`src/rtpp_pkg.sv`:
```
// shared constants and carrier types for the double-buffer selector
// assumes a 16-bit word shared RAM with 13-bit word addresses
package rtpp_pkg;

    // ------------------------------------------------------------
    // sizes
    // ------------------------------------------------------------
    localparam int ADDR_W = 13;
    localparam int DATA_W = 16;

    // ------------------------------------------------------------
    // descriptor block layout, word offsets from its base N
    // ------------------------------------------------------------
    localparam logic [12:0] DESC_CTL_OFS = 13'h0000;
    localparam logic [12:0] DESC_PTR_A_OFS = 13'h0001;
    localparam logic [12:0] DESC_PTR_B_OFS = 13'h0002;
    localparam logic [12:0] DESC_BCAST_OFS = 13'h0003;

    // ------------------------------------------------------------
    // data buffer layout, word offsets from the buffer start
    // ------------------------------------------------------------
    localparam logic [12:0] BUF_INFO_OFS = 13'h0000;
    localparam logic [12:0] BUF_TAG_OFS = 13'h0001;
    localparam logic [12:0] BUF_DATA_OFS = 13'h0002;

    // ------------------------------------------------------------
    // control word bit positions
    // ------------------------------------------------------------
    localparam int CW_DBL_SEL_BIT = 8;
    localparam int CW_SUSPEND_BIT = 9;
    localparam int CW_ACK_BIT = 10;
    localparam int CW_BUF_SEL_BIT = 11;
    localparam int CW_ACT_BUF_BIT = 12;

    // ------------------------------------------------------------
    // register indices (byte address is four times the index)
    // ------------------------------------------------------------
    localparam logic [7:0] REG_EXT_CFG_IDX = 8'h4D;
    localparam logic [7:0] REG_BC_CFG_IDX = 8'h50;
    localparam logic [7:0] REG_STATUS_IDX = 8'h51;
    localparam int EXT_CFG_TSUP_BIT = 1;
    localparam int BC_CFG_SEP_BIT = 0;
    localparam logic [15:0] EXT_CFG_RST = 16'h0000;
    localparam logic [15:0] BC_CFG_RST = 16'h0000;

    // status register bits
    localparam int ST_BUSY_BIT = 0;
    localparam int ST_CLEARING_BIT = 1;
    localparam int ST_LAST_B_BIT = 2;
    localparam int ST_LAST_BCAST_BIT = 3;
    localparam int ST_LAST_TOGGLE_BIT = 4;
    localparam int ST_LAST_ACK_BIT = 5;

    // ------------------------------------------------------------
    // carriers
    // ------------------------------------------------------------
    typedef struct packed {
        logic [12:0] desc_addr;
        logic bcast;
    } rtpp_start_type;

    typedef struct packed {
        logic [15:0] info;
        logic [15:0] tag;
        logic complete;
        logic msg_error;
        logic illegal;
        logic busy;
        logic wc_legal;
    } rtpp_end_type;

    typedef struct packed {
        logic we;
        logic [12:0] addr;
        logic [15:0] wdata;
    } rtpp_ram_op_type;

endpackage

```
`src/rtpp_ram_port.sv`:
```
// single-word access unit toward the shared descriptor and buffer RAM
// assumes an external arbiter answers each request with a one-cycle ack
`timescale 1ns/1ns
module rtpp_ram_port (
    input wire logic clk_i,
    input wire logic rst_i,
    input wire logic op_valid_i,
    input rtpp_pkg::rtpp_ram_op_type op_i,
    output logic op_done_o,
    output logic [15:0] op_rdata_o,
    output logic ram_req_o,
    output logic ram_we_o,
    output logic [12:0] ram_addr_o,
    output logic [15:0] ram_wdata_o,
    input wire logic ram_ack_i,
    input wire logic [15:0] ram_rdata_i
);
    import rtpp_pkg::*;

    logic busy_q, busy_d;
    rtpp_ram_op_type op_q, op_d;
    logic done_q, done_d;
    logic [15:0] rdata_q, rdata_d;

    // ------------------------------------------------------------
    // request holding
    // ------------------------------------------------------------
    // request held until acked; a slow port stretches the access
    always_comb begin
        busy_d = busy_q;
        op_d = op_q;
        done_d = 1'b0;
        rdata_d = rdata_q;
        if (busy_q) begin
            if (ram_ack_i) begin
                busy_d = 1'b0;
                done_d = 1'b1;
                rdata_d = ram_rdata_i;
            end
        end else if (op_valid_i) begin
            busy_d = 1'b1;
            op_d = op_i;
        end
    end

    always_ff @(posedge clk_i) begin
        if (rst_i) begin
            busy_q <= 1'b0;
            op_q <= '0;
            done_q <= 1'b0;
            rdata_q <= 16'h0000;
        end else begin
            busy_q <= busy_d;
            op_q <= op_d;
            done_q <= done_d;
            rdata_q <= rdata_d;
        end
    end

    assign ram_req_o = busy_q;
    assign ram_we_o = busy_q & op_q.we;
    assign ram_addr_o = op_q.addr;
    assign ram_wdata_o = op_q.wdata;
    assign op_done_o = done_q;
    assign op_rdata_o = rdata_q;

endmodule

```
`src/rtpp_buffer_select.sv`:
```
// double-buffer (ping-pong) selector for remote terminal messages
// assumes the message engine and the RAM arbiter run on clk_i
`timescale 1ns/1ns

module rtpp_buffer_select #(
    parameter int RAM_WORDS = 8192
) (
    input wire logic clk_i,
    input wire logic rst_i,
    // wishbone register slave
    input wire logic wb_cyc_i,
    input wire logic wb_stb_i,
    input wire logic wb_we_i,
    input wire logic [11:0] wb_adr_i,
    input wire logic [3:0] wb_sel_i,
    input wire logic [31:0] wb_dat_i,
    output logic [31:0] wb_dat_o,
    output logic wb_ack_o,
    // message engine
    input wire logic start_valid_i,
    input rtpp_pkg::rtpp_start_type start_i,
    output logic start_ready_o,
    output logic buf_valid_o,
    output logic [12:0] buf_addr_o,
    input wire logic word_valid_i,
    input wire logic word_we_i,
    input wire logic [15:0] word_wdata_i,
    output logic word_ready_o,
    output logic [15:0] word_rdata_o,
    input wire logic end_valid_i,
    input rtpp_pkg::rtpp_end_type end_i,
    output logic end_ready_o,
    output logic msg_done_o,
    // shared RAM
    output logic ram_req_o,
    output logic ram_we_o,
    output logic [12:0] ram_addr_o,
    output logic [15:0] ram_wdata_o,
    input wire logic ram_ack_i,
    input wire logic [15:0] ram_rdata_i
);
    import rtpp_pkg::*;

    typedef enum logic [10:0] {
        ST_CLEAR = 11'h001,
        ST_IDLE = 11'h002,
        ST_RD_CTL = 11'h004,
        ST_WR_CTL = 11'h008,
        ST_RD_PTR = 11'h010,
        ST_XFER = 11'h020,
        ST_WORD = 11'h040,
        ST_WR_INFO = 11'h080,
        ST_WR_TAG = 11'h100,
        ST_RD_CTL2 = 11'h200,
        ST_WR_CTL2 = 11'h400
    } rtpp_state_type;

    localparam logic [12:0] LAST_ADDR = 13'(RAM_WORDS - 1);

    // toggle qualification for a finished message
    function automatic logic may_toggle(input rtpp_end_type e, input logic tsup);
        if (tsup) begin
            may_toggle = e.complete & ~e.msg_error & ~e.illegal & ~e.busy & e.wc_legal;
        end else begin
            may_toggle = e.complete & ~e.msg_error;
        end
    endfunction

    // ------------------------------------------------------------
    // register slave
    // ------------------------------------------------------------
    logic [15:0] ext_cfg_q, ext_cfg_d;
    logic [15:0] bc_cfg_q, bc_cfg_d;
    logic ack_q, ack_d;
    logic [31:0] dat_q, dat_d;
    logic [15:0] status_w;
    logic [7:0] reg_idx;
    logic reg_hit;
    logic tsup;
    logic bsep;

    assign reg_idx = wb_adr_i[9:2];
    assign reg_hit = (wb_adr_i[11:10] == 2'h0);
    assign tsup = ext_cfg_q[EXT_CFG_TSUP_BIT];
    assign bsep = bc_cfg_q[BC_CFG_SEP_BIT];

    // one wait state; unmapped addresses read zero and ignore writes
    always_comb begin
        ext_cfg_d = ext_cfg_q;
        bc_cfg_d = bc_cfg_q;
        ack_d = wb_cyc_i & wb_stb_i & ~ack_q;
        dat_d = 32'h0000_0000;
        if (ack_d && reg_hit) begin
            if (wb_we_i) begin
                if (reg_idx == REG_EXT_CFG_IDX) begin
                    if (wb_sel_i[0]) ext_cfg_d[7:0] = wb_dat_i[7:0];
                    if (wb_sel_i[1]) ext_cfg_d[15:8] = wb_dat_i[15:8];
                end
                if (reg_idx == REG_BC_CFG_IDX) begin
                    if (wb_sel_i[0]) bc_cfg_d[7:0] = wb_dat_i[7:0];
                    if (wb_sel_i[1]) bc_cfg_d[15:8] = wb_dat_i[15:8];
                end
            end else begin
                case (reg_idx)
                    REG_EXT_CFG_IDX: dat_d = {16'h0000, ext_cfg_q};
                    REG_BC_CFG_IDX: dat_d = {16'h0000, bc_cfg_q};
                    REG_STATUS_IDX: dat_d = {16'h0000, status_w};
                    default: dat_d = 32'h0000_0000;
                endcase
            end
        end
    end

    always_ff @(posedge clk_i) begin
        if (rst_i) begin
            ext_cfg_q <= EXT_CFG_RST;
            bc_cfg_q <= BC_CFG_RST;
            ack_q <= 1'b0;
            dat_q <= 32'h0000_0000;
        end else begin
            ext_cfg_q <= ext_cfg_d;
            bc_cfg_q <= bc_cfg_d;
            ack_q <= ack_d;
            dat_q <= dat_d;
        end
    end

    assign wb_ack_o = ack_q;
    assign wb_dat_o = dat_q;

    // ------------------------------------------------------------
    // message sequencer
    // ------------------------------------------------------------
    rtpp_state_type state_q, state_d;
    logic pend_q, pend_d;
    logic [12:0] clr_q, clr_d;
    logic [12:0] desc_q, desc_d;
    logic bcast_q, bcast_d;
    logic [15:0] ctl_q, ctl_d;
    logic [12:0] ptr_ofs_q, ptr_ofs_d;
    logic [12:0] buf_q, buf_d;
    logic [7:0] cnt_q, cnt_d;
    rtpp_end_type end_q, end_d;
    logic alt_q, alt_d;
    logic use_b_q, use_b_d;
    logic last_tog_q, last_tog_d;
    logic bvalid_q, bvalid_d;
    logic done_q, done_d;
    logic op_valid;
    rtpp_ram_op_type op;
    logic op_done;
    logic [15:0] op_rdata;
    logic sep_bcast;

    // a separated broadcast goes to its own single buffer
    assign sep_bcast = bcast_q & bsep;

    always_comb begin
        state_d = state_q;
        pend_d = pend_q;
        clr_d = clr_q;
        desc_d = desc_q;
        bcast_d = bcast_q;
        ctl_d = ctl_q;
        ptr_ofs_d = ptr_ofs_q;
        buf_d = buf_q;
        cnt_d = cnt_q;
        end_d = end_q;
        alt_d = alt_q;
        use_b_d = use_b_q;
        last_tog_d = last_tog_q;
        bvalid_d = 1'b0;
        done_d = 1'b0;
        op_valid = 1'b0;
        op = '0;
        case (state_q)
            ST_CLEAR: begin
                op = '{we: 1'b1, addr: clr_q, wdata: 16'h0000};
                if (op_done) begin
                    clr_d = clr_q + 13'h0001;
                    if (clr_q == LAST_ADDR) state_d = ST_IDLE;
                end
            end
            ST_IDLE: begin
                if (start_valid_i) begin
                    desc_d = start_i.desc_addr;
                    bcast_d = start_i.bcast;
                    cnt_d = 8'h00;
                    state_d = ST_RD_CTL;
                end
            end
            ST_RD_CTL: begin
                op = '{we: 1'b0, addr: desc_q + DESC_CTL_OFS, wdata: 16'h0000};
                if (op_done) begin
                    ctl_d = op_rdata;
                    state_d = ST_WR_CTL;
                end
            end
            ST_WR_CTL: begin
                // acknowledge follows select and suspend at every fetch
                alt_d = ctl_q[CW_DBL_SEL_BIT] & ~ctl_q[CW_SUSPEND_BIT];
                use_b_d = ctl_q[CW_DBL_SEL_BIT] & ctl_q[CW_BUF_SEL_BIT];
                if (bcast_q && bsep) begin
                    ptr_ofs_d = DESC_BCAST_OFS;
                end else if (use_b_d) begin
                    ptr_ofs_d = DESC_PTR_B_OFS;
                end else begin
                    ptr_ofs_d = DESC_PTR_A_OFS;
                end
                op.we = 1'b1;
                op.addr = desc_q + DESC_CTL_OFS;
                op.wdata = ctl_q;
                op.wdata[CW_ACK_BIT] = alt_d;
                op.wdata[CW_ACT_BUF_BIT] = use_b_d;
                if (op_done) state_d = ST_RD_PTR;
            end
            ST_RD_PTR: begin
                // pointers are read only, so they stay fixed start addresses
                op = '{we: 1'b0, addr: desc_q + ptr_ofs_q, wdata: 16'h0000};
                if (op_done) begin
                    buf_d = op_rdata[12:0];
                    bvalid_d = 1'b1;
                    state_d = ST_XFER;
                end
            end
            ST_XFER: begin
                if (word_valid_i) begin
                    state_d = ST_WORD;
                end else if (end_valid_i) begin
                    end_d = end_i;
                    state_d = ST_WR_INFO;
                end
            end
            ST_WORD: begin
                // receive stores, transmit fetches; count restarts per message
                op.we = word_we_i;
                op.addr = buf_q + BUF_DATA_OFS + {5'h00, cnt_q};
                op.wdata = word_wdata_i;
                if (op_done) begin
                    cnt_d = cnt_q + 8'h01;
                    state_d = ST_XFER;
                end
            end
            ST_WR_INFO: begin
                op = '{we: 1'b1, addr: buf_q + BUF_INFO_OFS, wdata: end_q.info};
                if (op_done) state_d = ST_WR_TAG;
            end
            ST_WR_TAG: begin
                op = '{we: 1'b1, addr: buf_q + BUF_TAG_OFS, wdata: end_q.tag};
                if (op_done) state_d = ST_RD_CTL2;
            end
            ST_RD_CTL2: begin
                // re-read so host edits made during the message survive
                op = '{we: 1'b0, addr: desc_q + DESC_CTL_OFS, wdata: 16'h0000};
                if (op_done) begin
                    ctl_d = op_rdata;
                    state_d = ST_WR_CTL2;
                end
            end
            ST_WR_CTL2: begin
                op.we = 1'b1;
                op.addr = desc_q + DESC_CTL_OFS;
                op.wdata = ctl_q;
                // no toggle while acknowledge is low or for separated broadcasts
                if (alt_q && !sep_bcast && may_toggle(end_q, tsup)) begin
                    op.wdata[CW_BUF_SEL_BIT] = ~ctl_q[CW_BUF_SEL_BIT];
                end
                if (op_done) begin
                    last_tog_d = op.wdata[CW_BUF_SEL_BIT] ^ ctl_q[CW_BUF_SEL_BIT];
                    done_d = 1'b1;
                    state_d = ST_IDLE;
                end
            end
            default: begin
                state_d = ST_IDLE;
            end
        endcase
        // one access per state visit, one per address in ST_CLEAR; the pending flag stops a reissue
        if (state_q != ST_IDLE && state_q != ST_XFER) begin
            op_valid = ~pend_q;
            if (!pend_q) pend_d = 1'b1;
            if (op_done) pend_d = 1'b0;
        end
    end

    always_ff @(posedge clk_i) begin
        if (rst_i) begin
            state_q <= ST_CLEAR;
            pend_q <= 1'b0;
            clr_q <= 13'h0000;
            desc_q <= 13'h0000;
            bcast_q <= 1'b0;
            ctl_q <= 16'h0000;
            ptr_ofs_q <= DESC_PTR_A_OFS;
            buf_q <= 13'h0000;
            cnt_q <= 8'h00;
            end_q <= '0;
            alt_q <= 1'b0;
            use_b_q <= 1'b0;
            last_tog_q <= 1'b0;
            bvalid_q <= 1'b0;
            done_q <= 1'b0;
        end else begin
            state_q <= state_d;
            pend_q <= pend_d;
            clr_q <= clr_d;
            desc_q <= desc_d;
            bcast_q <= bcast_d;
            ctl_q <= ctl_d;
            ptr_ofs_q <= ptr_ofs_d;
            buf_q <= buf_d;
            cnt_q <= cnt_d;
            end_q <= end_d;
            alt_q <= alt_d;
            use_b_q <= use_b_d;
            last_tog_q <= last_tog_d;
            bvalid_q <= bvalid_d;
            done_q <= done_d;
        end
    end

    // ------------------------------------------------------------
    // RAM access and outputs
    // ------------------------------------------------------------
    rtpp_ram_port u_ram_port (
        .clk_i(clk_i),
        .rst_i(rst_i),
        .op_valid_i(op_valid),
        .op_i(op),
        .op_done_o(op_done),
        .op_rdata_o(op_rdata),
        .ram_req_o(ram_req_o),
        .ram_we_o(ram_we_o),
        .ram_addr_o(ram_addr_o),
        .ram_wdata_o(ram_wdata_o),
        .ram_ack_i(ram_ack_i),
        .ram_rdata_i(ram_rdata_i)
    );

    assign start_ready_o = (state_q == ST_IDLE);
    assign end_ready_o = (state_q == ST_XFER) & ~word_valid_i;
    assign word_ready_o = (state_q == ST_WORD) & op_done;
    assign word_rdata_o = op_rdata;
    assign buf_valid_o = bvalid_q;
    assign buf_addr_o = buf_q;
    assign msg_done_o = done_q;

    always_comb begin
        status_w = 16'h0000;
        status_w[ST_BUSY_BIT] = (state_q != ST_IDLE);
        status_w[ST_CLEARING_BIT] = (state_q == ST_CLEAR);
        status_w[ST_LAST_B_BIT] = use_b_q;
        status_w[ST_LAST_BCAST_BIT] = sep_bcast;
        status_w[ST_LAST_TOGGLE_BIT] = last_tog_q;
        status_w[ST_LAST_ACK_BIT] = alt_q;
    end

endmodule

```
`config.mk`:
```
export PLATFORM = sky130hd
export DESIGN_NAME = rtpp_buffer_select
export DESIGN_NICKNAME = d
export VERILOG_FILES = /design/src/rtpp_pkg.sv /design/src/rtpp_ram_port.sv /design/src/rtpp_buffer_select.sv
export SDC_FILE = /design/constraint.sdc
export NUM_CORES = 1
export LEC_CHECK = 0
export ABC_AREA = 0
export BUFFER_PORTS_ARGS = -buffer_cell sky130_fd_sc_hd__buf_2
export CORE_ASPECT_RATIO = 0.5
export CORE_MARGIN = 5
export CORE_UTILIZATION = 30
export CTS_BUF_LIST = sky130_fd_sc_hd__clkbuf_16
export DETAILED_ROUTE_END_ITERATION = 8
export SYNTH_ARGS = -nofsm -noshare
export SYNTH_HDL_FRONTEND = slang
export SYNTH_HIERARCHICAL = 1
export SYNTH_SLANG_ARGS = --single-unit
```
`constraint.sdc`:
```
create_clock -name clk_i -period 3.3 [get_ports clk_i]
set_clock_uncertainty 0.1 [all_clocks]
set_input_delay 0.66 -clock clk_i [delete_from_list [all_inputs] [get_ports clk_i]]
set_output_delay 0.66 -clock clk_i [all_outputs]
set_load 0.02 [all_outputs]
```
Word level (Yosys, flattened, before mapping)
Cells that the tools add are included.

cells by class
  add/sub/neg operators = 6
  eq/ne operators = 29
  mux-type cells = 31
  bitwise gates (word level) = 25
  reduce and logical (&&, ||, !) cells = 28

operators by type and width
  kind                                                    count
  one-hot mux 30 bit (8 select lines)                     1
  2-to-1 mux 11 bit                                       12
  one-hot mux 11 bit (10 select lines)                    1
  one-hot mux 16 bit (3 select lines)                     1
  adder 13 x 1 -> 13 bit (second input constant)          2
  equality test 8 x 7 -> 1 bit (second input constant)    3
  inequality test 2 x 1 -> 1 bit (second input constant)  10
  2-to-1 mux 8 bit                                        2
  one-hot mux 8 bit (2 select lines)                      1
  AND reduction 4 bit                                     4
  AND reduction 2 bit                                     7
  adder 13 bit                                            1
  adder 13 x 2 -> 13 bit (second input constant)          1
  adder 13 x 8 -> 13 bit                                  1
  equality test 13 bit (second input constant)            1
  bitwise AND 1 bit                                       12
  NOT 1 bit                                               12
  equality test 11 x 1 -> 1 bit (second input constant)   1
  equality test 11 x 10 -> 1 bit (second input constant)  1
  equality test 11 bit (second input constant)            1
  equality test 11 x 2 -> 1 bit (second input constant)   1
  equality test 11 x 3 -> 1 bit (second input constant)   1
  equality test 11 x 4 -> 1 bit (second input constant)   1
  equality test 11 x 5 -> 1 bit (second input constant)   1
  other kinds (20)                                        40

storage, ports and cells
  flip-flop bits (word level) = 244
  input bits = 141
  word-level logic and storage cells = 152

Logic depth before layout (Yosys ltp)
Gate-level depths: netlist of the first run.

  depth after elaboration = 11
  depth in mapped cells = 13
  mapped depth without buffers = 13

By module
Netlist of the first run, hierarchy kept.

modules (own cells, without submodules)
  module              instances  cells each  area an instance (um^2)
  rtpp_buffer_select  1          1059        8754.6
  rtpp_ram_port       1          246         2423.6

Worst setup path before layout of the first run
OpenSTA, ideal clock, no wires.

  kind = register to register
  from = reg buf_q[1] (netlist: buf_addr_o[1])
  to = reg u_ram_port.op_q (netlist bit u_ram_port/ram_addr_o[9])
  arrival = 2.613 ns
  setup slack = 0.468 ns
  stages on the path, launching flop included = 14
  clock period less this slack = 2.832 ns
  cell sequence = dfxtp_1 inv_1 ha_1 inv_1 ha_1 fa_1 a211o_1 a21oi_1 o21ai_0 a21oi_1 xor2_1 o2111ai_1 nand4bb_1 o21ai_1

RTL lines
  item                    line                       RTL
  from (decl)             rtpp_buffer_select.sv:141  logic [12:0] buf_q, buf_d;
  from (signal assigned)  rtpp_buffer_select.sv:311  buf_q <= buf_d;
  to (signal assigned)    rtpp_ram_port.sv:54        op_q <= op_d;
  to (decl)               rtpp_ram_port.sv:21        rtpp_ram_op_type op_q, op_d;

Worst setup path after layout of the first run
  from = reg state_q[6]
  to = out word_ready_o

between the ends
  word-level cells in the longest chain between the ends = 2

ends and longest elaborated chain
  item                           line                       RTL
  from (decl)                    rtpp_buffer_select.sv:134  rtpp_state_type state_q, state_d;
  from (signal assigned)         rtpp_buffer_select.sv:304  state_q <= state_d;
  equality test 11 x 7 -> 1 bit  rtpp_buffer_select.sv:342  assign word_ready_o = (state_q == ST_WORD) & op_done;
  bitwise AND 1 bit              rtpp_buffer_select.sv:342
  to (decl)                      rtpp_buffer_select.sv:28   output logic word_ready_o,

Every way passes these cells.

==> results.cfg, run 1 <==
[run_status]
status = finished clean

[sta]
holdWs_ns = 0.2536
fmax_ghz = 0.3230
tightestPinTransition_ns = 0.7978
report.final.hold_viol_count = 0
maxSlewViolCount = 0
slew_headroom_pct = 46.81
finalSetupViolCount = 0
fin_crit_ns = 3.096
setup_tns_ns = 0
rsz0062_at_grt = false
period_share_pct = 93.80

[setup_path]
crit_slowest_cell = dfxtp_1
path_delay_family = simple AND/OR/NAND/NOR gates
max_stage_delay_ns = 0.63
critPathKind = flop to primary output
worst_setup_path_end_kind = primary output
path_buf_inv = 1
rrSetupSlack_ns = 0.33
crit_arrival_ns = 2.34
cp_cell_sequence = nor4b_4 -> nand3_4 -> nor2_4 -> buf_2
worst-path-max-fanout = 10
worst_setup_path_start_kind = flop
cp.required_ns = 2.54

[layout]
stdcell_count = 1954
drive_gt1_share_pct = 21.85
fillers = 3921
syn2layout_area_growth_pct = 16.63
final_nets = 1612
final_cell_area_um2 = 13040
diodes = 0

[drt]
wl_per_cell_um = 18.20
routed_wl_mm = 35.56
drtIter0Drc = 875
via_per_inst = 5.064
post-route-drc-count = 0
vias = 9896
dr.pass1.iters = 7
ant_nets = 0

[logic_synthesis]
synth-seq-cells = 217
ys_types = 82
synth_cells = 1305
ys_seq_area_share_pct = 38.86
synth_common_cells = 217 x dfxtp_1, 183 x nand2_1, 119 x nor2_1
synth_ff_type = dfxtp_1
synth.avg_cell_area_um2 = 8.566
synth_most_common_cell = dfxtp_1
netlist.area_leader.share_pct = 38.86
synth-edff-count = 0
yosys.area.top_type = dfxtp_1
yosysWarnings = 6
syn_area_um2 = 11180
yosys-top-cells-area = dfxtp_1 39%, nand2_1 6.1%, mux2i_1 4.6%
async_flop_share_pct = 0

[worst_hold_path]
hp-class = primary input to flop

[run]
drv_cap = 0

[clock_network]
insertion_delay_ns = 0.54
cts_tree = built
clockBufferDepth = 3
clkTransAtPathRegs_ns = 0.06
htreeDepth = 1
cts_buffers = 23
cts.sinks = 217
root_buffer = clkbuf_16
cts_setup_buffers = 0

[power]
peakVddDrop_uv = 279.2
total_power_mw = 5.587
power_leakage_nw = 5.074
power_density_nw_per_um2 = 428.6

[floorplanning]
die_area_um2 = 41460
initial_core_util_pct = 30.13
die_width_um = 283.0
io_pins = 239
std_cell_rows = 50
die_h_um = 146.5
core_area_um2 = 37100

[place]
post_dp_cell_area_um2 = 12370
dp_cells = 1917
dp_hpwl_mm = 25.57
portBuffers = 202
gp_congestion = 0.8863

[global_route]
overflow = 0
grt_usage_pct = 16.08
grt_max_degree = 76
antenna_found_initial = 0
grt_pass1_vias = 9311
grt_pass1_wl_mm = 54.18
[tightest hold or removal path: stages]
cell and delay, ns:
buf_2 0.09, nand2_1 0.04, a21oi_1 0.05
[final timing paths]
kind         startpoint                        to  cells past startpoint
max          state_q[6]              word_ready_o                      4
min           end_i[24]                 end_q[24]                      3
max reg2reg    cnt_q[1]  u_ram_port/ram_addr_o[9]                     13
min reg2reg   end_q[24]                 end_q[24]                      2
[report_power, final]
part / internal [mW] / switching, mW / total, mW
combinational: 0.192 / 0.324 / 0.516
sequential: 2.65 / 0.0582 / 2.70
clock: 1.27 / 1.10 / 2.37
total: 4.11 / 1.48 / 5.59
[logic make-up (layout without fill, tap and decap cells)]
| logic type | after synthesis | after routing | share of synthesized area [%] |
|---|---|---|---|
| adders and majority gates | 23 | 23 | 2.709 |
| buffers and inverters | 158 | 298 | 8.249 |
| AOI/OAI and AO/OA | 283 | 283 | 17.05 |
| muxes | 51 | 51 | 4.567 |
| DFF | 217 | 217 | 38.86 |
| and+or+nand+nor | 538 | 538 | 25.87 |
| other | 1 | 16 | 0.03355 |
| xor gates and xnor gates | 34 | 34 | 2.664 |
[per-layer routing]
layer	track usage, %	share of wire (%)
met4	3.267	1.7
met2	26.69	47
met3	2.652	5.3
met5	0	0
met1	22.24	46
[what timing repair did]
action	in CTS	in global routing
setup endpoints to repair	0	1
hold endpoints to repair	0	0
resized for setup	0	1
hold buffers	0	0
[state kept, by name, indices dropped and copies added, names as in the netlist, 2 cells and up]
| register | cells |
|---|---|
| u_ram_port/op_rdata_o | 16 |
| wb_dat_o | 16 |
| buf_addr_o | 13 |
| u_ram_port/ram_wdata_o | 16 |
| ptr_ofs_q | 2 |
| desc_q | 13 |
| end_q | 37 |
| bc_cfg_q | 16 |
| u_ram_port/ram_addr_o | 13 |
| cnt_q | 8 |
| ctl_q | 16 |
| clr_q | 13 |
| state_q | 11 |
| ext_cfg_q | 16 |
[metrics by stage]
step | utilization, % | setup slack [ns]
final | 35.14 | 0.2044
after CTS | 35.13 | 0.1227
after detailed placement | 33.35 | 0.3667
after global placement | 33.35 | 0.4065
after floorplan | - | 0.4676
after global routing | 35.14 | 0.08730
[cell usage in the layout, fill, tap and decap left out, drive strengths merged, types with 21 or more instances in the layout]
master / instances
nand4bb: 30
nand2: 184
a21oi: 115
nor2: 124
o21ai: 53
clkbuf: 23
nand3: 57
xor2: 22
nand2b: 37
buf: 245
dfxtp: 217
mux2i: 51
ha: 21
[layout make-up]
type / count / area, µm² / area share (%)
clock buffers: 23 / 575.6 / 4.415
well taps: 494 / 618.1 / 4.741
inverters: 16 / 60.06 / 0.4607
flip-flops and latches: 217 / 4345 / 33.33
clock inverters: 14 / 85.08 / 0.6526
repair buffers: 245 / 1365 / 10.47
multi-input cells: 945 / 5988 / 45.93
(Power assumes the default switching activity.)
==> run 2: changes to the inputs <==
--- a/config.mk
+++ b/config.mk
@@ -12,6 +12,7 @@
 export CORE_UTILIZATION = 30
 export CTS_BUF_LIST = sky130_fd_sc_hd__clkbuf_16
 export DETAILED_ROUTE_END_ITERATION = 8
+export PLACE_DENSITY_LB_ADDON = 0.2
 export SYNTH_ARGS = -nofsm -noshare
 export SYNTH_HDL_FRONTEND = slang
 export SYNTH_HIERARCHICAL = 1
==> results.cfg, run 2 (synthesized netlist as in run 1, its figures left out) <==
[drt]
vias = 9916
via_per_inst = 5.070
ant_nets = 0
drtIter0Drc = 657
wl_per_cell_um = 18.38
dr.pass1.iters = 7
post-route-drc-count = 0
routed_wl_mm = 35.96

[setup_path]
cp.required_ns = 2.54
worst_setup_path_start_kind = flop
worst_setup_path_end_kind = primary output
crit_arrival_ns = 2.35
worst-path-max-fanout = 17
critPathKind = flop to primary output

[place]
portBuffers = 202
dp_hpwl_mm = 26.27
post-place-ws_ns = 0.2470
gp_congestion = 0.8742
post_dp_cell_area_um2 = 12320
dp_cells = 1911

[clock_network]
htreeDepth = 1
clockBufferDepth = 3
root_buffer = clkbuf_16
cts_tree = built
cts_buffers = 24
cts.sinks = 217
clkTransAtPathRegs_ns = 0.08
cts_hold_buf = 0
insertion_delay_ns = 0.54

[sta]
setup_ws_ns = 0.1903
fmax_ghz = 0.3216
period_share_pct = 94.23
setup_tns_ns = 0
fin_crit_ns = 3.110
holdWs_ns = 0.2511
tightestPinTransition_ns = 0.6477
finalSetupViolCount = 0
maxSlewViolCount = 0
slew_headroom_pct = 56.82
rsz0062_at_grt = false
report.final.hold_viol_count = 0

[global_route]
met2_usage_pct = 26.76
use_met1_pct = 23.38
grt_usage_pct = 16.55
grt_pass1_vias = 9687
antenna_found_initial = 0
grt_pass1_wl_mm = 56.22
overflow = 0
busiest_layer = met2
grt_max_degree = 92
met3_usage_pct = 3.105

[floorplanning]
core_area_um2 = 37100
initial_core_util_pct = 30.13
die_width_um = 283.0
io_pins = 239
die_area_um2 = 41460
std_cell_rows = 50
die_h_um = 146.5

[power]
power.internal_mw = 4.380
power_leakage_nw = 5.111
combPwrFrac_pct = 9.1
pwr-share-seq_pct = 45.6
peakVddDrop_uv = 315.7
p_clk_share_pct = 45.3
power_density_nw_per_um2 = 451.2
total_power_mw = 5.916
p_sw_share_pct = 25.96
switchingPower_mw = 1.536

[worst_hold_path]
hp-class = primary input to flop

[layout]
regArea_um2 = 4345
regMostFlops = end_q
multiInputGateArea_um2 = 5983
final_cell_mix = 216 x dfxtp_1, 201 x buf_2, 183 x nand2_1
final_nets = 1609
syn2layout_area_growth_pct = 17.29
fillers = 3865
final_cell_area_um2 = 13110
stdcell_count = 1956
largest_reg_flops = 37
drive_gt1_share_pct = 22.11
final_common_cell = dfxtp_1
post-route-util_pct = 35.34

[run_status]
status = finished clean

[run]
drv_cap = 0
## run 2: worst paths after layout
path / slack [ns] / to / cells past startpoint / startpoint
setup / recovery: 0.19 / end_ready_o / 5 / state_q[10]
hold / removal: 0.25 / desc_q[2] / 3 / start_i[3]
setup reg to reg: 0.21 / u_ram_port/ram_addr_o[11] / 13 / cnt_q[1]
hold reg to reg: 0.35 / end_q[1] / 2 / end_q[1]
## run 2: layout make-up
class                   instances  share of cell area, %
clock inverters                17                  1.078
diodes                          1                0.01909
repair buffers                241                  10.18
well taps                     494                  4.714
flip-flops and latches        217                  33.14
clock buffers                  25                  4.771
inverters                      16                 0.4581
multi-input cells             945                  45.63
## run 2: power by group through the flow
stage	clock, mW	sequential, mW	combinational (mW)
after floorplan	0	2.73	0.367
after global placement	0	2.75	0.523
after detailed placement	0	2.75	0.524
after CTS	2.77	2.70	0.541
after global routing	2.87	2.70	0.581
final	2.68	2.70	0.541
## run 2: per-layer routing
metal  wire [µm]  share of wire (%)
met4         510                1.4
met5           0                  0
met2       16160                 45
met3        1950                5.4
met1       17330                 48
## run 2: timing repair
item                                    in CTS  in global routing
buffers inserted                             2                  0
pin swaps                                    1                  0
gates cloned                                 0                  0
endpoints found under the setup margin       1                  1
resized for setup                            0                  1
## run 2: critical path, stage by stage (launching register included)
cell and delay (ns):
dfxtp_1 0.44, nor3_2 0.22, buf_4 0.25, nand2_1 0.20
nor3b_2 0.45, buf_2 0.26
